--- config.mk ---
export PLATFORM = sky130hd
export DESIGN_NAME = adc_test_pattern_and_status_regs
export DESIGN_NICKNAME = d
export VERILOG_FILES = /design/src/hw/adc_test_pkg.sv /design/src/hw/pseudo_noise_sequence.sv /design/src/hw/adc_test_pattern_and_status_regs.sv
export VERILOG_INCLUDE_DIRS = /design/src /design/src/hw
export SDC_FILE = /design/constraint.sdc
export NUM_CORES = 1
export LEC_CHECK = 0
export ABC_AREA = 1
export BUFFER_PORTS_ARGS = -buffer_cell sky130_fd_sc_hd__clkbuf_2
export CORE_ASPECT_RATIO = 0.7
export CORE_MARGIN = 1
export CORE_UTILIZATION = 50
export DETAILED_ROUTE_END_ITERATION = 10
export PLACE_DENSITY = 0.78
export SLEW_MARGIN = 10
export SYNTH_ARGS = -nofsm -noshare
export SYNTH_HDL_FRONTEND = slang
export SYNTH_SLANG_ARGS = --single-unit
--- constraint.sdc ---
create_clock -name sys_clk_i -period 2.33 [get_ports sys_clk_i]
set_clock_uncertainty 0.15 [all_clocks]
set_input_delay 0.233 -clock sys_clk_i [delete_from_list [all_inputs] [get_ports sys_clk_i]]
set_output_delay 0.233 -clock sys_clk_i [all_outputs]
set_load 0.01 [all_outputs]
--- src/hw/adc_test_consts.svh ---
`ifndef ADC_TEST_CONSTS_SVH
`define ADC_TEST_CONSTS_SVH
`define ADDR_LINK_PLL_STATUS 8'h0A
`define ADDR_ENCODE_CLOCK_DIVIDER 8'h0B
`define ADDR_OUTPUT_TEST_CONTROL 8'h0D
`define RESET_ENCODE_CLOCK_DIVIDER 8'h00
`define RESET_OUTPUT_TEST_CONTROL 8'h00
`define SAMPLE_WIDTH 11
`define TEST_MODE_LSB 0
`define TEST_MODE_MSB 3
`define SHORT_RESET_BIT 4
`define LONG_RESET_BIT 5
`define USER_SINGLE_BIT 7
`define STATUS_LOCK_BIT 7
`define STATUS_READY_BIT 0
`define DIV_RATIO_MSB 2
`define CODE_MIDSCALE 11'h000
`define CODE_POS_FULL 11'h3FF
`define CODE_NEG_FULL 11'h400
`define CODE_CHECK_A 11'h555
`define CODE_CHECK_B 11'h2AA
`define CODE_ONES 11'h7FF
`define CODE_ZEROS 11'h000
`define LONG_NOISE_LEN 23
`define LONG_NOISE_TAP 18
`define SHORT_NOISE_LEN 9
`define SHORT_NOISE_TAP 5
`endif

--- src/hw/adc_test_pkg.sv ---
`include "adc_test_consts.svh"
package adc_test_pkg;
	typedef logic [`SAMPLE_WIDTH-1:0] sample_type;
	typedef enum logic [3:0] {
		MODE_OFF = 4'h0,
		MODE_MIDSCALE = 4'h1,
		MODE_POS_FULL = 4'h2,
		MODE_NEG_FULL = 4'h3,
		MODE_CHECKER = 4'h4,
		MODE_NOISE_LONG = 4'h5,
		MODE_NOISE_SHORT = 4'h6,
		MODE_WORD_TOGGLE = 4'h7,
		MODE_USER = 4'h8,
		MODE_RAMP = 4'hF
	} test_mode_type;
	typedef enum logic [2:0] {
		USER_WORD1 = 3'h0,
		USER_WORD2 = 3'h1,
		USER_WORD3 = 3'h3,
		USER_WORD4 = 3'h2,
		USER_DONE = 3'h6
	} user_state_type;
endpackage

--- src/hw/pseudo_noise_sequence.sv ---
`include "adc_test_consts.svh"
module pseudo_noise_sequence #(
	parameter int LEN = 9,
	parameter int TAP = 5
) (
	// clock and reset
	input wire logic sys_clk_i,
	input wire logic rst_i,
	// control
	input wire logic hold_i,
	input wire logic step_i,
	// state
	output logic [LEN-1:0] state_o
);
	logic [LEN-1:0] state_reg;
	logic [LEN-1:0] state_next;

	always_comb begin
		state_next = state_reg;
		// all-ones seed; all-zeros would lock the shift register
		if (hold_i) begin
			state_next = '1;
		end else if (step_i) begin
			state_next = {state_reg[LEN-2:0], state_reg[LEN-1] ^ state_reg[TAP-1]};
		end
	end

	always_ff @(posedge sys_clk_i) begin
		if (rst_i) begin
			state_reg <= '1;
		end else begin
			state_reg <= state_next;
		end
	end

	assign state_o = state_reg;
endmodule

--- src/hw/adc_test_pattern_and_status_regs.sv ---
`include "adc_test_consts.svh"
module adc_test_pattern_and_status_regs
	import adc_test_pkg::*;
(
	// clock and reset
	input wire logic sys_clk_i,
	input wire logic rst_i,
	// serial control port register access
	input wire logic [7:0] reg_addr_i,
	input wire logic [7:0] reg_wdata_i,
	input wire logic reg_write_i,
	output logic [7:0] reg_rdata_o,
	// status sources
	input wire logic pll_locked_i,
	input wire logic link_ready_i,
	// converter samples, two channels
	input wire logic sample_valid_i,
	input wire logic [1:0][`SAMPLE_WIDTH-1:0] adc_i,
	// user pattern words
	input wire logic [`SAMPLE_WIDTH-1:0] user_pattern1_i,
	input wire logic [`SAMPLE_WIDTH-1:0] user_pattern2_i,
	input wire logic [`SAMPLE_WIDTH-1:0] user_pattern3_i,
	input wire logic [`SAMPLE_WIDTH-1:0] user_pattern4_i,
	// output samples
	output logic out_valid_o,
	output logic [1:0][`SAMPLE_WIDTH-1:0] out_o,
	// clock divider
	output logic [7:0] divider_ratio_o,
	output logic div_tick_o
);
	logic [7:0] div_reg;
	logic [7:0] div_next;
	logic [7:0] test_reg;
	logic [7:0] test_next;
	logic [7:0] rdata_reg;
	logic [7:0] rdata_next;
	logic [2:0] cnt_reg;
	logic [2:0] cnt_next;
	logic toggle_reg;
	logic toggle_next;
	sample_type ramp_reg;
	sample_type ramp_next;
	user_state_type user_reg;
	user_state_type user_next;
	logic out_valid_reg;
	logic out_valid_next;
	logic [1:0][`SAMPLE_WIDTH-1:0] out_reg;
	logic [1:0][`SAMPLE_WIDTH-1:0] out_next;
	logic [`LONG_NOISE_LEN-1:0] long_state;
	logic [`SHORT_NOISE_LEN-1:0] short_state;
	logic [3:0] mode;
	sample_type pattern;
	sample_type user_word;

	assign mode = test_reg[`TEST_MODE_MSB:`TEST_MODE_LSB];

	// register bank
	always_comb begin
		div_next = div_reg;
		test_next = test_reg;
		rdata_next = 8'h00;
		if (reg_write_i && reg_addr_i == `ADDR_ENCODE_CLOCK_DIVIDER) begin
			div_next = reg_wdata_i;
		end
		if (reg_write_i && reg_addr_i == `ADDR_OUTPUT_TEST_CONTROL) begin
			test_next = reg_wdata_i;
		end
		case (reg_addr_i)
			`ADDR_LINK_PLL_STATUS: begin
				rdata_next[`STATUS_LOCK_BIT] = pll_locked_i;
				rdata_next[`STATUS_READY_BIT] = link_ready_i;
			end
			`ADDR_ENCODE_CLOCK_DIVIDER: rdata_next = div_reg;
			`ADDR_OUTPUT_TEST_CONTROL: rdata_next = test_reg;
			default: rdata_next = 8'h00;
		endcase
	end

	always_ff @(posedge sys_clk_i) begin
		if (rst_i) begin
			div_reg <= `RESET_ENCODE_CLOCK_DIVIDER;
			test_reg <= `RESET_OUTPUT_TEST_CONTROL;
			rdata_reg <= 8'h00;
		end else begin
			div_reg <= div_next;
			test_reg <= test_next;
			rdata_reg <= rdata_next;
		end
	end

	// divider: only three ratio bits matter, upper bits are stored but unused
	always_comb begin
		cnt_next = cnt_reg + 3'h1;
		if (cnt_reg >= div_reg[`DIV_RATIO_MSB:0]) begin
			cnt_next = 3'h0;
		end
	end

	always_ff @(posedge sys_clk_i) begin
		if (rst_i) begin
			cnt_reg <= 3'h0;
		end else begin
			cnt_reg <= cnt_next;
		end
	end

	assign div_tick_o = (cnt_reg >= div_reg[`DIV_RATIO_MSB:0]);
	assign divider_ratio_o = div_reg;

	// pseudo-random generators, held while their reset bits are set
	pseudo_noise_sequence #(
		.LEN(`LONG_NOISE_LEN),
		.TAP(`LONG_NOISE_TAP)
	) pseudo_random_generator_long (
		.sys_clk_i(sys_clk_i),
		.rst_i(rst_i),
		.hold_i(test_reg[`LONG_RESET_BIT]),
		.step_i(sample_valid_i),
		.state_o(long_state)
	);

	pseudo_noise_sequence #(
		.LEN(`SHORT_NOISE_LEN),
		.TAP(`SHORT_NOISE_TAP)
	) pseudo_random_generator_short (
		.sys_clk_i(sys_clk_i),
		.rst_i(rst_i),
		.hold_i(test_reg[`SHORT_RESET_BIT]),
		.step_i(sample_valid_i),
		.state_o(short_state)
	);

	// pattern sequencing state
	always_comb begin
		toggle_next = toggle_reg;
		ramp_next = ramp_reg;
		user_next = user_reg;
		if (sample_valid_i) begin
			toggle_next = ~toggle_reg;
			ramp_next = ramp_reg + 11'h001;
			case (user_reg)
				USER_WORD1: user_next = USER_WORD2;
				USER_WORD2: user_next = USER_WORD3;
				USER_WORD3: user_next = USER_WORD4;
				USER_WORD4: user_next = test_reg[`USER_SINGLE_BIT] ? USER_DONE : USER_WORD1;
				USER_DONE: user_next = USER_DONE;
				default: user_next = USER_WORD1;
			endcase
		end
		// leaving user mode rearms the sequence at word 1
		if (mode != MODE_USER) begin
			user_next = USER_WORD1;
		end
	end

	always_ff @(posedge sys_clk_i) begin
		if (rst_i) begin
			toggle_reg <= 1'b0;
			ramp_reg <= 11'h000;
			user_reg <= USER_WORD1;
		end else begin
			toggle_reg <= toggle_next;
			ramp_reg <= ramp_next;
			user_reg <= user_next;
		end
	end

	always_comb begin
		case (user_reg)
			USER_WORD1: user_word = user_pattern1_i;
			USER_WORD2: user_word = user_pattern2_i;
			USER_WORD3: user_word = user_pattern3_i;
			USER_WORD4: user_word = user_pattern4_i;
			default: user_word = `CODE_ZEROS;
		endcase
	end

	always_comb begin
		case (mode)
			MODE_MIDSCALE: pattern = `CODE_MIDSCALE;
			MODE_POS_FULL: pattern = `CODE_POS_FULL;
			MODE_NEG_FULL: pattern = `CODE_NEG_FULL;
			MODE_CHECKER: pattern = toggle_reg ? `CODE_CHECK_B : `CODE_CHECK_A;
			MODE_NOISE_LONG: pattern = long_state[`SAMPLE_WIDTH-1:0];
			MODE_NOISE_SHORT: pattern = {2'h0, short_state};
			MODE_WORD_TOGGLE: pattern = toggle_reg ? `CODE_ZEROS : `CODE_ONES;
			MODE_USER: pattern = user_word;
			MODE_RAMP: pattern = ramp_reg;
			default: pattern = `CODE_ZEROS;
		endcase
	end

	// output stage, one register per channel
	assign out_valid_next = sample_valid_i;
	generate
		for (genvar ch = 0; ch < 2; ch++) begin : g_chan
			always_comb begin
				out_next[ch] = out_reg[ch];
				if (sample_valid_i) begin
					out_next[ch] = (mode == MODE_OFF) ? adc_i[ch] : pattern;
				end
			end

			always_ff @(posedge sys_clk_i) begin
				if (rst_i) begin
					out_reg[ch] <= `CODE_ZEROS;
				end else begin
					out_reg[ch] <= out_next[ch];
				end
			end
		end
	endgenerate

	always_ff @(posedge sys_clk_i) begin
		if (rst_i) begin
			out_valid_reg <= 1'b0;
		end else begin
			out_valid_reg <= out_valid_next;
		end
	end

	assign out_valid_o = out_valid_reg;
	assign out_o = out_reg;
	assign reg_rdata_o = rdata_reg;
endmodule

After elaboration in Yosys (flattened, before gate mapping)

Index checks and enable logic that the tools add are counted.

Add/subtract/negate cells: 2
Order comparisons: 1
Equal/unequal tests: 16
Multiplexer cells: 11
Bitwise logic cells: 3
Reduce and logical (&&, ||, !) cells: 8

Operators with widths:

| cell                  | count |
|---|---|
| $pmux 11 s8           | 1 |
| $mux 11               | 4 |
| $pmux 11 s4           | 1 |
| $eq 8x4->1 const B    | 3 |
| $eq 4x3->1 const B    | 4 |
| $pmux 3 s5            | 1 |
| $pmux 6 s2            | 1 |
| $add 11x1->11 const B | 1 |
| $eq 4x2->1 const B    | 2 |
| $eq 4x4->1 const B    | 2 |
| $reduce_or 2->1       | 4 |
| $eq 3x2->1 const B    | 2 |
| $pmux 1 s3            | 2 |
| $logic_not 4->1       | 1 |
| $ne 4x4->1 const B    | 1 |
| $add 3x1->3 const B   | 1 |
| $eq 3x1->1 const B    | 1 |
| $eq 3x3->1 const B    | 1 |
| $ge 3x3->1            | 1 |
| $logic_not 3->1       | 1 |
| $mux 3                | 1 |
| $logic_and 1x1->1     | 2 |
| $xor 1x1->1           | 2 |
| $not 1->1             | 1 |

Flip-flop bits (word level): 97
Bits of input ports: 88
Output and inout port bits: 40
Word-level logic and storage cells: 53

Depth between registers and ports, before layout

Gate-level depths: netlist (run 1).

Depth after elaboration: 4
Mapped depth: 11
Depth with buffers taken out: 9

By module

Synthesis (run 1) repeated with hierarchy kept, for this count alone.

Cells, all modules: 765
Area, all modules: 4996.0 um2

By module, submodules not included:

| module                                                 | instances | cells each | area an instance (um2) | sequential area each (um2) |
|---|---|---|---|---|
| adc_test_pattern_and_status_regs                       | 1         | 617        | 3788.6                 | 1301.2 |
| pseudo_noise_sequence at pseudo_random_generator_long  | 1         | 105        | 867.1                  | 460.4 |
| pseudo_noise_sequence at pseudo_random_generator_short | 1         | 43         | 340.3                  | 180.2 |

Worst setup path before layout (run 1)

No wires, ideal clock.

Kind: reg-to-output
From: reg div_reg[2], in the netlist divider_ratio_o[2]
To: out div_tick_o
Arrival: 1.058 ns
Data required time: 1.947 ns
Setup slack: 0.889 ns
Stages on the path, launching flop included: 5
Buffers on the path: 0
Path through: dfxtp_1 -> inv_1 -> ha_1 -> a21oi_1 -> nand3_1

Word-level cells in the longest chain between the ends: 1

RTL lines:

| item                   | line                                    | text |
|---|---|---|
| from (decl)            | adc_test_pattern_and_status_regs.sv:31  | `logic [7:0] div_reg;` |
| from (signal assigned) | adc_test_pattern_and_status_regs.sv:81  | `` div_reg <= `RESET_ENCODE_CLOCK_DIVIDER; `` |
| from (signal assigned) | adc_test_pattern_and_status_regs.sv:85  | `div_reg <= div_next;` |
| $ge 3x3->1             | adc_test_pattern_and_status_regs.sv:107 | `` assign div_tick_o = (cnt_reg >= div_reg[`DIV_RATIO_MSB:0]); `` |
| to (decl)              | adc_test_pattern_and_status_regs.sv:29  | `output logic div_tick_o` |

No other way between the ends.

Worst setup path in the final report (run 1)

From: reg user_reg[1]
To: reg out_reg, in the netlist out_o[13]

Word-level cells in the longest chain between the ends: 4
Elaborated cells between the ends (all ways): 7
Classes of those cells: eq/ne (3); mux (3); reduce/logical (1)

RTL lines:

| item                               | line                                    | text |
|---|---|---|
| from (decl)                        | adc_test_pattern_and_status_regs.sv:43  | `user_state_type user_reg;` |
| from (signal assigned)             | adc_test_pattern_and_status_regs.sv:164 | `user_reg <= user_next;` |
| $eq 3x2->1 (tied with other cells) | adc_test_pattern_and_status_regs.sv:169 | `case (user_reg)` |
| $pmux 11 s4 *                      | adc_test_pattern_and_status_regs.sv:169 |  |
| $pmux 11 s8 *                      | adc_test_pattern_and_status_regs.sv:179 | `case (mode)` |
| $mux 11 *                          | adc_test_pattern_and_status_regs.sv:200 | `out_next[ch] = (mode == MODE_OFF) ? adc_i[ch] : pattern;` |
| to (signal, indexed assignment)    | adc_test_pattern_and_status_regs.sv:206 | `` out_reg[ch] <= `CODE_ZEROS; `` |
| to (signal, indexed assignment)    | adc_test_pattern_and_status_regs.sv:208 | `out_reg[ch] <= out_next[ch];` |
| to (decl)                          | adc_test_pattern_and_status_regs.sv:47  | `` logic [1:0][`SAMPLE_WIDTH-1:0] out_reg; `` |

Mark *: on every way between the ends. The rest lies on a longest branch, timed or not.
A chain may end at the register's enable or synchronous reset.

==> impl_metrics.yaml, run 1 <==
setup_path:
  cp-startpoint: "user_reg[1]"
  worstPathArrival_ns: 2.15
  cp.buffers_inverters: 1
  path_class: "reg -> reg"
  startpoint_type: "register"
  timing.reg2reg.setup_slack_ns: 0.32
  end_kind: "register"
  cp.required_ns: 2.47
  cp_top_family: "simple AND/OR/NAND/NOR gates"
  r2r_cells: 7
  r2r-start: "user_reg[1]"
  cp_max_fo: 15
  cpMaxStageDelayCell: "nor2_1"
  cp-endpoint: "out_o[13]"
  worstPathCellList: "nor2_1, nand3_1, nand4_1, nand2_1, nand3_1, nand2_1, inv_1"
  cpPeakStageDelay_ns: 0.62
  worstReg2RegEnd: "out_o[13]"
  path_depth: 7
route:
  drc: 0
  routed_wirelength_um: 13400
  drt_pass1_iterations: 5
  drtAntennaViolNets: 0
  drtIter0Drc: 484
  dr_total_vias: 5299
  vias_per_cell: 5.27
  wl_per_cell_um: 13.3
sta:
  rsz0062_at_grt: "false"
  slew_headroom: 0.467
  hold_viol_final: 0
  fin_hold_ws_ns: 0.0612
  period_minus_slack_ns: 2.01
  tns_ns: 0
  worstMarginPinSlew_ns: 0.797
  slew_violations: 0
  period_share: 0.862
  setup_viol: 0
  max_freq_mhz: 498
global_routing:
  gr-total-overflow: 0
  grt_pass1_vias: 4569
  grt_usage: 0.262
  grt_max_degree: 81
  grt_antenna_before_repair: 0
  grt_pass1_wl_um: 21700
logic_synthesis:
  ys_seq_area_frac: 0.384
  yosysUniqueCellTypes: 36
  ys.flop_type: "dfxtp_1"
  synth_area_um2: 5060
  ys_ff_latch: 97
  synth_area_leaders: "dfxtp_1, nand2_1, nand3_1"
  ys_warn_count: 0
  avgSynthCellArea_um2: 6.67
  synth_top_cell_by_area: "dfxtp_1"
  synth.top_cell.area_share: 0.384
  async_reset_ff_frac: 0
  synth.most_common_cell: "nand2_1"
  synthTopCellsByCount: "nand2_1, nand3_1, dfxtp_1"
  syn_nets: 852
  syn_inst: 759
  synth-edff-count: 0
power_and_ir_drop:
  ir_worst_vdd_v: 0.000476
  power.density_nw_per_um2: 611
  p_total_mw: 3.74
  p_leak_nw: 3.23
final_layout:
  diodes: 0
  layout-drive-gt1-share: 0.210
  multi_input_area_um2: 2600
  area_growth_pct: 21.0
  largest_reg_flops: 23
  fill_cells: 908
  nets: 967
  register_area_um2: 1940
cts:
  numCtsBuffers: 9
  insertion_delay_ns: 0.34
  cts.sinks: 97
  cts-htree-levels: 3
  clockBufferDepth: 2
  cts-root-buf: "clkbuf_16"
  cts_tree: "done"
  clk_pin_slew_ns: 0.06
  cts.repair.resized: 0
floorplan:
  chipHeight_um: 86.2
  die-area_um2: 10500
  die_w_um: 122
  initial_utilization: 0.518
  row_count: 30
  core_um2: 9760
  ios: 128
place:
  portBuffers: 127
  dpl.hpwl_um: 9680
  globalplace.congestion: 0.883
run:
  cap_viol_max_count: 0
worst_hold_path:
  hp-class: "in -> reg"
run_status:
  status: "completed"
[worst register-to-register path, stage by stage (launching register included)]
cell and delay [ns]:
dfxtp_1 0.45, nor2_1 0.62, nand3_1 0.15, nand4_1 0.22, nand2_1 0.11, nand3_1 0.14, nand2_1 0.06, inv_1 0.05
[final cells by class]
| cell class | count | area share |
|---|---|---|
| Clock buffer | 10 | 0.0374 |
| Timing Repair Buffer | 148 | 0.135 |
| Inverter | 75 | 0.0460 |
| Tap cell | 128 | 0.0262 |
| Multi-Input combinational cell | 543 | 0.425 |
| Sequential cell | 97 | 0.317 |
| Clock inverter | 5 | 0.0133 |
[worst min-delay path by stage]
stage | start | end | slack, ns | cells past startpoint
after floorplan | reg_wdata_i[0] | divider_ratio_o[0] | 0.22 | 2
after global placement | cnt_reg[0] | cnt_reg[0] | 0.29 | 1
after CTS | pll_locked_i | reg_rdata_o[7] | 0.06 | 5
after global routing | pll_locked_i | reg_rdata_o[7] | 0.08 | 5
final | pll_locked_i | reg_rdata_o[7] | 0.06 | 5
after detailed placement | pseudo_random_generator_long.state_o[15] | pseudo_random_generator_long.state_o[15] | 0.30 | 2
[report_power, final]
group | internal, mW | switching, mW
registers | 1.73 | 0.0550
logic | 0.173 | 0.222
clock network | 0.935 | 0.625
total | 2.84 | 0.902
[layout by cell type, fill, tap and decap left out, types with 5 or more instances in the layout]
cell / netlist / final
inv_1: 70 / 70
nor3_2: 11 / 11
nand2_1: 207 / 207
dfxtp_1: 97 / 97
clkbuf_2: 0 / 127
clkbuf_16: 0 / 9
buf_4: 4 / 12
nor2_1: 90 / 90
a21oi_1: 23 / 23
o21ai_0: 8 / 8
nand3_1: 124 / 124
nand3b_1: 5 / 5
nand4_1: 41 / 41
dlygate4sd3_1: 0 / 8
ha_1: 5 / 5
[logic make-up after synthesis]
logic type / share of synthesized area
buffers and inverters: 0.102
XOR/XNOR: 0.00173
adder cells (fa/ha/maj): 0.0124
AO/OA/AOI/OAI: 0.0438
flip-flops: 0.384
AND/OR/NAND/NOR: 0.456
[repair_timing]
item                                    CTS  global route
endpoints found under the setup margin    0             0
buffers inserted                          0             0
endpoints found under the hold margin    11             0
hold buffers                              8             0
[per-stage QoR]
| stage | instance area [µm²] | util | setup slack, ns | std cells |
|---|---|---|---|---|
| floorplan | 5060 | - | 0.889 | 759 |
| global placement | 5730 | 0.587 | 0.432 | 983 |
| detailed placement | 5730 | 0.587 | 0.416 | 983 |
| CTS | 6120 | 0.627 | 0.389 | 1006 |
| global route | 6120 | 0.627 | 0.171 | 1006 |
| finish | 6120 | 0.627 | 0.321 | 1006 |
[per-layer routing]
layer	part of all wire	up-vias	wire length [µm]	GRT usage
met2	0.41	215	5500	0.382
met5	0	-	0	0
met1	0.49	2371	6610	0.388
li1	-	2700	-	-
met4	0.0095	0	127	0.0621
met3	0.085	13	1130	0.0592
No activity file was read; power rests on OpenSTA's default activity.
==> run 2: changes to the inputs <==
- REMOVE_ABC_BUFFERS: not set -> 1
==> run 2 against run 1 <==
Critical path depth is 2 lower. Fmax up 5.5%. Cell area up 0.51%. Non-clock buffer count up 4. Power is 1.0% higher. Critical path type is now reg -> out. Via count is 0.34% lower. Clock power rose by 3%. First-iteration DRC count down 14%. Utilization up 0.32 points. Register-to-register slack improved by 0.19 ns. Worst hold slack worse by 0.036 ns.
==> impl_metrics.yaml, run 2 (synthesis gave the netlist of run 1 again) <==
power_and_ir_drop:
  ir_worst_vdd_v: 0.000642
  power.density_nw_per_um2: 614
  p_leak_nw: 3.25
final_layout:
  fill_cells: 918
  final_common_cell: "nand2_1"
  area_growth_pct: 21.6
  layout-drive-gt1-share: 0.216
  diodes: 0
  largest_reg_flops: 23
  stdcell_count: 1011
  nets: 971
  final_cell_mix: "nand2_1, clkbuf_2, nand3_1"
  multi_input_area_um2: 2600
  register_area_um2: 1940
floorplan:
  core_um2: 9760
  ios: 128
  chipHeight_um: 86.2
  row_count: 30
  die_w_um: 122
  die-area_um2: 10500
  initial_utilization: 0.518
setup_path:
  cp.buffers_inverters: 2
  path_class: "reg -> out"
  r2r_cells: 8
  end_kind: "output pin"
  cpPeakStageDelay_ns: 0.37
  cpMaxStageDelayCell: "dfxtp_1"
  cp-startpoint: "divider_ratio_o[2]"
  cp-endpoint: "div_tick_o"
  worstReg2RegEnd: "out_o[5]"
  cp.required_ns: 1.95
  startpoint_type: "register"
  worstPathArrival_ns: 1.52
  cp_max_fo: 3
  timing.reg2reg.setup_slack_ns: 0.51
  r2r-start: "test_reg[0]"
  cp_top_family: "flip-flops"
  worstPathCellList: "inv_1, ha_1, a21oi_1, nand3_1, clkbuf_2"
  path_depth: 5
route:
  vias_per_cell: 5.22
  dr_total_vias: 5281
  drc: 0
  drtIter0Drc: 417
  drtAntennaViolNets: 0
  wl_per_cell_um: 13.2
  drt_pass1_iterations: 6
  routed_wirelength_um: 13400
sta:
  slew_violations: 0
  worstMarginPinSlew_ns: 0.642
  period_share: 0.817
  rsz0062_at_grt: "false"
  slew_headroom: 0.570
  fin_hold_ws_ns: 0.0249
  setup_viol: 0
  hold_viol_final: 0
  tns_ns: 0
  max_freq_mhz: 525
  period_minus_slack_ns: 1.90
cts:
  numCtsBuffers: 9
  cts_tree: "done"
  clk_pin_slew_ns: 0.07
  insertion_delay_ns: 0.34
  cts-root-buf: "clkbuf_16"
  cts.repair.resized: 0
  clockBufferDepth: 2
  cts.sinks: 97
  cts-htree-levels: 3
worst_hold_path:
  hp-class: "in -> reg"
global_routing:
  grt_max_degree: 58
  grt_pass1_wl_um: 21300
  grt_pass1_vias: 4375
  grt_usage: 0.257
  gr-total-overflow: 0
  grt_antenna_before_repair: 0
place:
  globalplace.congestion: 0.942
  dpl.hpwl_um: 9980
  portBuffers: 127
  place_inst: 989
run_status:
  status: "completed"
run:
  cap_viol_max_count: 0
run 2: cell type report:
cell class,instances,area share
clock buffers,11,0.0395
clock inverters,5,0.0140
inverters,75,0.0458
multi-input cells,543,0.423
flip-flops and latches,97,0.316
well taps,128,0.0260
repair buffers,152,0.136
run 2: worst min-delay path by stage:
| stage | to | slack (ns) | cells past startpoint | startpoint |
|---|---|---|---|---|
| after floorplan | reg_rdata_o[1] | 0.15 | 1 | rst_i |
| after global routing | test_reg[5] | 0.03 | 3 | reg_wdata_i[5] |
| after global placement | cnt_reg[0] | 0.28 | 1 | cnt_reg[0] |
| after detailed placement | cnt_reg[0] | 0.29 | 1 | cnt_reg[0] |
| after CTS | test_reg[5] | 0.02 | 3 | reg_wdata_i[5] |
| final | divider_ratio_o[5] | 0.02 | 3 | reg_wdata_i[5] |
run 2: per-stage QoR:
stage	worst slack [ns]	instance area [µm²]	utilization	total power [mW]
after floorplan	0.585	4820	-	1.99
after global placement	0.550	5760	0.591	2.20
after detailed placement	0.544	5760	0.591	2.20
after CTS	0.408	6150	0.630	3.81
after global routing	0.347	6150	0.630	3.93
final	0.427	6150	0.630	3.78
run 2: worst reg2reg max path, stage by stage (launching register included):
cell and delay [ns]:
dfxtp_1 0.51, nor2_4 0.13, buf_4 0.22, nand3_1 0.19
nand2_1 0.09, nor3_2 0.22, nand3_1 0.11, nand2_1 0.07
inv_1 0.03
run 2: metal layers:
layer,GRT usage,vias up,wire length (µm)
li1,-,2706,-
met2,0.375,199,5560
met3,0.0512,11,1120
met5,0,-,0
met4,0.0532,0,85
met1,0.388,2365,6610
run 2: where the power goes:
part | leakage [nW] | switching, mW | total (mW) | internal (mW)
Combinational | 2.30 | 0.220 | 0.393 | 0.172
Sequential | 0.796 | 0.0513 | 1.78 | 1.73
Clock | 0.160 | 0.628 | 1.61 | 0.978
Total | 3.25 | 0.900 | 3.78 | 2.88
run 2: what timing repair did:
item,4_1_cts,5_1_grt
hold buffers,6,0
setup buffers,0,0
endpoints found under the setup margin,0,0
hold endpoints to repair,9,0
